[src/shared/pulse_count_pkg.sv]
// constants and types of the pulse-count dimming link
// assumes a single 10 MHz clock; all times become cycle counts here
package pulse_count_pkg;

  // ***********************************************
  // clock and timing
  // ***********************************************
  localparam int unsigned CLK_PERIOD_NS     = 100;
  localparam int unsigned GLITCH_NS         = 80;
  localparam int unsigned GLITCH_CYCLES     = (GLITCH_NS + CLK_PERIOD_NS - 1) / CLK_PERIOD_NS;
  localparam int unsigned TON_DELAY_TYP_NS  = 350_000;
  localparam int unsigned TON_DELAY_MAX_NS  = 450_000;
  localparam int unsigned TON_CYCLES        = TON_DELAY_TYP_NS / CLK_PERIOD_NS;
  localparam int unsigned SHDN_DELAY_NS     = 2_500_000;
  localparam int unsigned SHDN_CYCLES       = (SHDN_DELAY_NS + CLK_PERIOD_NS - 1) / CLK_PERIOD_NS;
  localparam int unsigned SOFTSTART_NS      = 200_000;
  localparam int unsigned RAMP_STEPS        = 8;
  localparam int unsigned RAMP_STEP_CYCLES  = SOFTSTART_NS / RAMP_STEPS / CLK_PERIOD_NS;

  // ***********************************************
  // widths
  // ***********************************************
  localparam int unsigned STEP_BITS  = 6;
  localparam int unsigned LEVEL_BITS = STEP_BITS + 1;
  localparam int unsigned RAMP_BITS  = $clog2(RAMP_STEPS + 1);
  localparam int unsigned RAMP_SHIFT = $clog2(RAMP_STEPS);
  localparam int unsigned HI_W       = $clog2(TON_CYCLES + 1);
  localparam int unsigned TMR_W      = $clog2(RAMP_STEP_CYCLES + 1);
  localparam int unsigned PROD_W     = LEVEL_BITS + RAMP_BITS;

  // ***********************************************
  // link states
  // ***********************************************
  typedef enum logic [3:0] {
    ST_SHDN  = 4'h1,
    ST_COUNT = 4'h2,
    ST_RAMP  = 4'h4,
    ST_ON    = 4'h8
  } link_state_t;

endpackage

[src/hdl/enable_filter.sv]
// enable pin synchroniser, deglitch filter and rising-edge detector
// assumes en_pin is asynchronous to clock
`timescale 1ns/1ps
`default_nettype none
module enable_filter #(
  parameter int unsigned FILT_CYCLES = pulse_count_pkg::GLITCH_CYCLES
) (
  // clock and reset
  input  wire logic clock,
  input  wire logic rst,
  // pin side
  input  wire logic en_pin,
  // filtered outputs
  output logic      en_level,
  output logic      en_rise
);
  import pulse_count_pkg::*;

  localparam int unsigned FW = $clog2(FILT_CYCLES + 1);

  logic          sync1_r;
  logic          sync2_r;
  logic          clean_r;
  logic          rise_r;
  logic [FW-1:0] filt_cnt_r;

  // ***********************************************
  // two-flop synchroniser
  // ***********************************************
  always_ff @(posedge clock) begin
    if (rst) begin
      sync1_r <= 1'b0;
      sync2_r <= 1'b0;
    end else begin
      sync1_r <= en_pin;
      sync2_r <= sync1_r;
    end
  end

  // ***********************************************
  // deglitch: level must disagree for FILT_CYCLES+1 samples
  // ***********************************************
  always_ff @(posedge clock) begin
    if (rst) begin
      clean_r    <= 1'b0;
      rise_r     <= 1'b0;
      filt_cnt_r <= '0;
    end else begin
      rise_r <= 1'b0;
      if (sync2_r == clean_r) begin
        filt_cnt_r <= '0;
      end else if (filt_cnt_r == FW'(FILT_CYCLES)) begin
        clean_r    <= sync2_r;
        rise_r     <= sync2_r;
        filt_cnt_r <= '0;
      end else begin
        filt_cnt_r <= filt_cnt_r + FW'(1);
      end
    end
  end

  assign en_level = clean_r;
  assign en_rise  = rise_r;
endmodule
`default_nettype wire

[src/hdl/pulse_count_dimming.sv]
// pulse-count dimming control of an LED current sink
// assumes one 10 MHz clock; the analog sink reads led_sink_current
`timescale 1ns/1ps
`default_nettype none
// Operation
// - rising edges on the enable line are counted and give a 6-bit step value selecting the sink current.
// - once the line stays high past the turn-on delay, the current ramps toward the counted setting.
// - pulses after soft-start move the current to the new setting at once, with no ramp.
// - a low level longer than the shutdown delay shuts the device down and turns the current off.
// - the current rises in equal steps of about 6.25 mA times the edge count.
// - the count runs 1 to 64, one edge being the lowest current and 64 the full current.
// - beyond 64 edges the count wraps modulo 64, the 65th edge matching the first.
// - the turn-on delay is typically 350 us and at most 450 us.
// - the shutdown delay is at least 2.5 ms of continuous low level.
// - soft-start reaches the setting in 8 increments over about 200 us.
// - glitches narrower than 80 ns are neither edges nor level changes.
module pulse_count_dimming #(
  parameter int unsigned SHDN_CYCLES = pulse_count_pkg::SHDN_CYCLES
) (
  // clock and reset
  input  wire logic                                 clock,
  input  wire logic                                 rst,
  // enable pin
  input  wire logic                                 en_pin,
  // current sink control
  output logic [pulse_count_pkg::LEVEL_BITS-1:0]    led_sink_current,
  output logic [pulse_count_pkg::STEP_BITS-1:0]     step_value,
  output logic                                      led_active
);
  import pulse_count_pkg::*;

  localparam int unsigned LO_W = $clog2(SHDN_CYCLES + 1);

  logic                  en_level;
  logic                  en_rise;
  link_state_t           st_r;
  logic [STEP_BITS-1:0]  edge_cnt_r;
  logic [STEP_BITS-1:0]  edge_cnt_nxt;
  logic [STEP_BITS-1:0]  step_value_r;
  logic [LEVEL_BITS-1:0] led_cur_r;
  logic                  led_active_r;
  logic [HI_W-1:0]       hi_cnt_r;
  logic [LO_W-1:0]       lo_cnt_r;
  logic [TMR_W-1:0]      step_tmr_r;
  logic [RAMP_BITS-1:0]  ramp_k_r;
  logic                  shdn_hit;
  logic                  ton_hit;
  logic                  ramp_tick;
  logic                  ramp_done;

  // ***********************************************
  // helpers
  // ***********************************************
  // edge count to current units of 6.25 mA; count 0 means 64 edges
  function automatic logic [LEVEL_BITS-1:0] level_of(input logic [STEP_BITS-1:0] cnt);
    level_of = (cnt == '0) ? LEVEL_BITS'(1 << STEP_BITS) : LEVEL_BITS'(cnt);
  endfunction

  // k-th of RAMP_STEPS fractions of n, rounded up
  function automatic logic [LEVEL_BITS-1:0] ramp_level(input logic [LEVEL_BITS-1:0] n,
                                                       input logic [RAMP_BITS-1:0]  k);
    logic [PROD_W-1:0] p;
    p = PROD_W'(n) * PROD_W'(k) + PROD_W'(RAMP_STEPS - 1);
    ramp_level = LEVEL_BITS'(p >> RAMP_SHIFT);
  endfunction

  // ***********************************************
  // enable input conditioning
  // ***********************************************
  enable_filter #(
    .FILT_CYCLES (GLITCH_CYCLES)
  ) u_filter (
    .clock    (clock),
    .rst      (rst),
    .en_pin   (en_pin),
    .en_level (en_level),
    .en_rise  (en_rise)
  );

  // ***********************************************
  // event terms
  // ***********************************************
  assign edge_cnt_nxt = en_rise ? edge_cnt_r + STEP_BITS'(1) : edge_cnt_r;
  assign shdn_hit  = !en_level && (st_r != ST_SHDN) && (lo_cnt_r == LO_W'(SHDN_CYCLES - 1));
  assign ton_hit   = en_level && (st_r == ST_COUNT) && (hi_cnt_r == HI_W'(TON_CYCLES - 1));
  assign ramp_tick = (st_r == ST_RAMP) && (step_tmr_r == TMR_W'(RAMP_STEP_CYCLES - 1));
  assign ramp_done = ramp_tick && (ramp_k_r == RAMP_BITS'(RAMP_STEPS));

  // ***********************************************
  // delay counters
  // ***********************************************
  always_ff @(posedge clock) begin
    if (rst || !en_level) begin
      hi_cnt_r <= '0;
    end else if (hi_cnt_r != HI_W'(TON_CYCLES)) begin
      hi_cnt_r <= hi_cnt_r + HI_W'(1);
    end
  end

  always_ff @(posedge clock) begin
    if (rst || en_level || st_r == ST_SHDN) begin
      lo_cnt_r <= '0;
    end else if (lo_cnt_r != LO_W'(SHDN_CYCLES - 1)) begin
      lo_cnt_r <= lo_cnt_r + LO_W'(1);
    end
  end

  // ***********************************************
  // link state machine
  // ***********************************************
  always_ff @(posedge clock) begin
    if (rst) begin
      st_r <= ST_SHDN;
    end else begin
      case (st_r)
        ST_SHDN: begin
          if (en_rise) begin
            st_r <= ST_COUNT;
          end
        end
        ST_COUNT: begin
          if (shdn_hit) begin
            st_r <= ST_SHDN;
          end else if (ton_hit) begin
            st_r <= ST_RAMP;
          end
        end
        ST_RAMP: begin
          if (shdn_hit) begin
            st_r <= ST_SHDN;
          end else if (ramp_done) begin
            st_r <= ST_ON;
          end
        end
        ST_ON: begin
          if (shdn_hit) begin
            st_r <= ST_SHDN;
          end
        end
        default: begin
          st_r <= ST_SHDN;
        end
      endcase
    end
  end

  // ***********************************************
  // edge counter and step value
  // ***********************************************
  always_ff @(posedge clock) begin
    if (rst || shdn_hit) begin
      edge_cnt_r   <= '0;
      step_value_r <= '0;
    end else if (en_rise) begin
      edge_cnt_r   <= edge_cnt_nxt;
      step_value_r <= edge_cnt_r;
    end
  end

  // ***********************************************
  // soft-start sequencer
  // ***********************************************
  always_ff @(posedge clock) begin
    if (rst) begin
      step_tmr_r <= '0;
      ramp_k_r   <= '0;
    end else if (ton_hit) begin
      step_tmr_r <= '0;
      ramp_k_r   <= RAMP_BITS'(1);
    end else if (ramp_tick) begin
      step_tmr_r <= '0;
      ramp_k_r   <= ramp_k_r + RAMP_BITS'(1);
    end else if (st_r == ST_RAMP) begin
      step_tmr_r <= step_tmr_r + TMR_W'(1);
    end
  end

  // ***********************************************
  // current setting
  // ***********************************************
  always_ff @(posedge clock) begin
    if (rst || shdn_hit) begin
      led_cur_r <= '0;
    end else if (ton_hit) begin
      led_cur_r <= ramp_level(level_of(edge_cnt_nxt), RAMP_BITS'(1));
    end else if (ramp_done) begin
      led_cur_r <= level_of(edge_cnt_nxt);
    end else if (ramp_tick) begin
      led_cur_r <= ramp_level(level_of(edge_cnt_nxt), ramp_k_r + RAMP_BITS'(1));
    end else if (st_r == ST_ON && en_rise) begin
      led_cur_r <= level_of(edge_cnt_nxt);
    end
  end

  always_ff @(posedge clock) begin
    if (rst || shdn_hit) begin
      led_active_r <= 1'b0;
    end else if (st_r == ST_SHDN && en_rise) begin
      led_active_r <= 1'b1;
    end
  end

  assign led_sink_current = led_cur_r;
  assign step_value       = step_value_r;
  assign led_active       = led_active_r;
endmodule
`default_nettype wire

[config.mk]
export PLATFORM = sky130hd
export DESIGN_NAME = pulse_count_dimming
export DESIGN_NICKNAME = d
export VERILOG_FILES = /design/src/shared/pulse_count_pkg.sv /design/src/hdl/enable_filter.sv /design/src/hdl/pulse_count_dimming.sv
export SDC_FILE = /design/constraint.sdc
export NUM_CORES = 1
export LEC_CHECK = 0
export BUFFER_PORTS_ARGS = -buffer_cell sky130_fd_sc_hd__buf_2
export CAP_MARGIN = 40
export CORE_UTILIZATION = 62
export DETAILED_ROUTE_END_ITERATION = 6
export GPL_TIMING_DRIVEN = 1
export HOLD_SLACK_MARGIN = 0.15
export PLACE_DENSITY = 0.89
export SLEW_MARGIN = 5
export SYNTH_ARGS = -nofsm -noshare
export SYNTH_HDL_FRONTEND = slang
export SYNTH_HIERARCHICAL = 1
export SYNTH_SLANG_ARGS = --single-unit
[constraint.sdc]
create_clock -name clock -period 4.7 [get_ports clock]
set_input_delay 0 -clock clock [delete_from_list [all_inputs] [get_ports clock]]
set_output_delay 0 -clock clock [all_outputs]
set_load 0.01 [all_outputs]
==> metrics.md <==
| Metric | Value |
|---|---|
| Flop pwr share | `~50%` |
| Global-route usage over all layers | `between 20% and 30%` |
| Critical Path Fanout Max | `11` |
| Crit-path slowest cell | `fa_1` |
| First-pass GRT wire length | `15200 µm` |
| Power share of the clock group | `between 40% and 50%` |
| Maximum Capacitance Violations | `0` |
| Fin. Hold Viols | `0` |
| Final clock skew | `around 0.017 ns` |
| Post-synthesis sequential area ratio | `about 34%` |
| Busiest grt layer | `met2` |
| WS Path Type | `reg -> reg` |
| Final min period | `roughly 4.5 ns` |
| Max Clock Freq | `roughly 0.22 GHz` |
| Initial antenna violation count | `0` |
| Synth Flop Type | `dfxtp_1` |
| Worst Setup SP | `ramp_k_r[0]` |
| HPWL Detailed | `between 6000 and 7000 µm` |
| Routed WL | `around 9000 µm` |
| Static Leakage | `approximately 1.8 nW` |
| Layout cells sized above 1 | `between 10% and 20%` |
| Syn-to-layout area delta | `11.2%` |
| Synth warn | `6` |
| Critical-path cell list | `ha_1, xnor2_2, or2_2, fa_1, inv_1, fa_1, ha_1, ha_1, a21oi_1, o21ai_0, o21a_1, o41a_1, or4b_1, nand3_1` |
| Die Wd | `a little over 80 µm` |
| CTS Sinks | `around 70` |
| Largest net degree at the start of global routing | `19` |
| IO buf count | `16` |
| Switch share | `roughly a quarter` |
| Total grt overflow | `0` |
| Cell Int Power | `about 900 µW` |
| Die area | `a little under 7000 µm²` |
| Fin. max-slew vios | `0` |
| Cell mode on critical path | `ha_1` |
| Met3 Track Usage GR | `approximately 7.6%` |
| Clock Tree Root | `clkbuf_8` |
| Reg2reg path depth | `14` |
| Reg2reg end | `led_sink_current[6]` |
| Final setup viols | `0` |
| GP Congestion | `0.907` |
| Vias in the first global route | `between 3000 and 4000` |
| H-Tree Depth | `3` |
| Clk slew on worst S/H paths | `0.08 ns` |
| Clk buf depth | `2` |
| CP max stage delay | `between 0.5 and 0.6 ns` |
| Status | `complete, no violations` |
| Met2 global-route usage | `51.6%` |
| Placed cell area | `between 4000 and 5000 µm²` |
| CP top delay family | `adder cells` |
| Cell variety after synth | `60` |
| Fill count | `404` |
| Ant diodes | `0` |
| Average size of a mapped cell | `between 8 and 9 µm²` |
| CTS Buf Count | `9` |
| Final ANT Viol Nets | `0` |
| Crit end category | `flop` |
| Cell Area, Synth | `4000 µm²` |
| Final setup margin | `~0.24 ns` |
| Fin crit share | `a little over nine tenths` |
| FP Rows | `28` |
| Seq cells post-synth | `roughly 70` |
| Post-synth EDFFs | `0` |
| Initial Util | `around two thirds` |
| Reg2Reg Setup Slack | `roughly 0.24 ns` |
| Clk Latency, worst-skew pair | `roughly 0.35 ns` |
| Register area | `1360 µm²` |
| Actual slew at the worst max-slew pin | `0.750 ns` |
| Routed len/inst | `between 15 and 20 µm` |
| FFs w/ async S/R, synth | `0%` |
| Required @ worst endpoint | `~5.0 ns` |
| Critical Path Source Type | `flop` |
| I/O Pins | `17` |
| Initial DRC Count | `~230` |
| R2R Path Start | `ramp_k_r[0]` |
| Sw power | `between 200 and 300 µW` |
| CTS tree | `built` |
| Pre-antenna DRT Iters | `5` |
| Design Area, Final | `around 4500 µm²` |
| Setup TNS | `0 ns` |
| GR Util met1 | `about a third` |
| Critical Path Sink | `led_sink_current[6]` |
| Die H | `a little over 80 µm` |
| Nets | `517` |
| CP Data Arrival Time | `around 4.7 ns` |
| Core area | `around 6000 µm²` |
| Worst hold margin | `0.468 ns` |
| Peak supply drop | `approximately 0.24 mV` |
| Syn_nets | `about 490` |
| Routed vias/inst | `~6.1` |
| Comb power frac | `4.2%` |
| Max-slew headroom | `around 50%` |
| Final core utilization | `between 70 and 80%` |
| Pre-CTS WS | `between 0.2 and 0.25 ns` |
| Class of the worst hold path | `reg -> reg` |
| Mapped Cells | `between 400 and 500` |
| Tot Pwr | `between 1 and 1.5 mW` |
| WP buf/inv | `1` |
| Fin cells | `~560` |
| Drc violations | `0` |
| Vias | `around 3400` |
| Placed insts | `~540` |
| PwrDens | `around 260 nW/µm²` |
| Footprint of the multi-input gates | `about 2500 µm²` |
| Crit path depth | `14` |
cell families after synthesis:
group	after synthesis	share of synthesized area, %
xor gates and xnor gates	51	11.2
DFF	68	34.0
muxes	13	3.28
and+or+nand+nor	205	27.1
buffers and inverters	28	2.69
adders and majority gates	36	13.1
AOI/OAI and AO/OA	51	8.69
final cells by class:
type | count | share of cell area (%)
multi-input cells | 356 | 57.3
inverters | 16 | 1.35
clock inverters | 6 | 2.00
flip-flops and latches | 68 | 30.6
repair buffers | 27 | 3.82
well taps | 75 | 2.11
clock buffers | 9 | 2.78
power groups by stage:
| stage | Combinational (mW) | Sequential (mW) | Clock, mW |
|---|---|---|---|
| floorplan | 0.0344 | 0.603 | 0 |
| finish | 0.0493 | 0.591 | 0.536 |
| global placement | 0.0446 | 0.604 | 0 |
| CTS | 0.0488 | 0.591 | 0.537 |
| global route | 0.0540 | 0.592 | 0.562 |
| detailed placement | 0.0464 | 0.604 | 0 |
timing repair:
action                                  in CTS  in global routing
gates resized for setup                      0                  4
hold buffers                                 3                  0
endpoints found under the hold margin       12                  0
setup buffers                                0                  0
endpoints found under the setup margin       0                  1
cells in the mapped netlist, types with 5 or more instances:
library cell	count	area, µm²
mux2i_1	12	120
fa_1	10	200
clkbuf_1	10	37.5
dfxtp_1	68	1360
nor2_1	83	312
and3_1	5	31.3
or3_1	5	31.3
nand2_1	29	109
ha_1	26	325
o21ai_0	8	40.0
xor2_1	31	272
nand4_1	9	56.3
xnor2_1	20	175
nor3_1	16	80.1
a21oi_1	14	70.1
nand3_1	15	75.1
inv_1	16	60.1
worst register-to-register path, stage by stage, from the launching register on:
cell and delay [ns]:
dfxtp_2 0.38, ha_1 0.27, xnor2_2 0.19, or2_2 0.32
fa_1 0.52, inv_1 0.06, fa_1 0.47, ha_1 0.32
ha_1 0.34, a21oi_1 0.20, o21ai_0 0.17, o21a_1 0.27
o41a_1 0.33, or4b_1 0.48, nand3_1 0.08
per-layer routing:
layer,part of all wire [%],routed length (µm)
met4,3.5,311
met2,49,4390
met3,6.3,567
met1,41,3730
met5,0,0
sequential cells by signal, summed over array words and instances (netlist names), 4 cells and up:
name and cells:
lo_cnt_r 15, hi_cnt_r 12, step_tmr_r 8, led_sink_current 7, edge_cnt_r 6, step_value 6
ramp_k_r 4, st_r 4
worst min-delay path by stage:
stage | startpoint | slack [ns] | cells after the start | to
6_report | u_filter/sync1_r | 0.47 | 1 | u_filter/sync2_r
5_1_grt | u_filter/sync1_r | 0.47 | 1 | u_filter/sync2_r
4_1_cts | u_filter/sync1_r | 0.47 | 1 | u_filter/sync2_r
3_5_place_dp | en_pin | 0.24 | 2 | u_filter/sync1_r
3_3_place_gp | en_pin | 0.23 | 2 | u_filter/sync1_r
2_1_floorplan | rst | 0.07 | 1 | u_filter/filt_cnt_r
cells in the final DEF, fill, tap and decap left out, types with 3 or more instances in the layout:
master,instances
nor2_1,83
dfxtp_1,66
xor2_1,30
nand2_1,29
ha_1,26
xnor2_1,19
inv_1,16
nor3_1,16
buf_2,16
nand3_1,15
a21oi_1,14
mux2i_1,12
fa_1,10
nand4_1,9
clkbuf_8,9
o21ai_0,8
buf_4,8
and3_1,5
or3_1,5
o31ai_1,4
nand2b_1,4
or4b_1,4
a31oi_1,4
o211ai_1,3
or2_2,3
nand4b_1,3
nor3b_1,3
nor4_1,3
dlygate4sd3_1,3
Note: power is estimated with default switching activity, not from simulation.
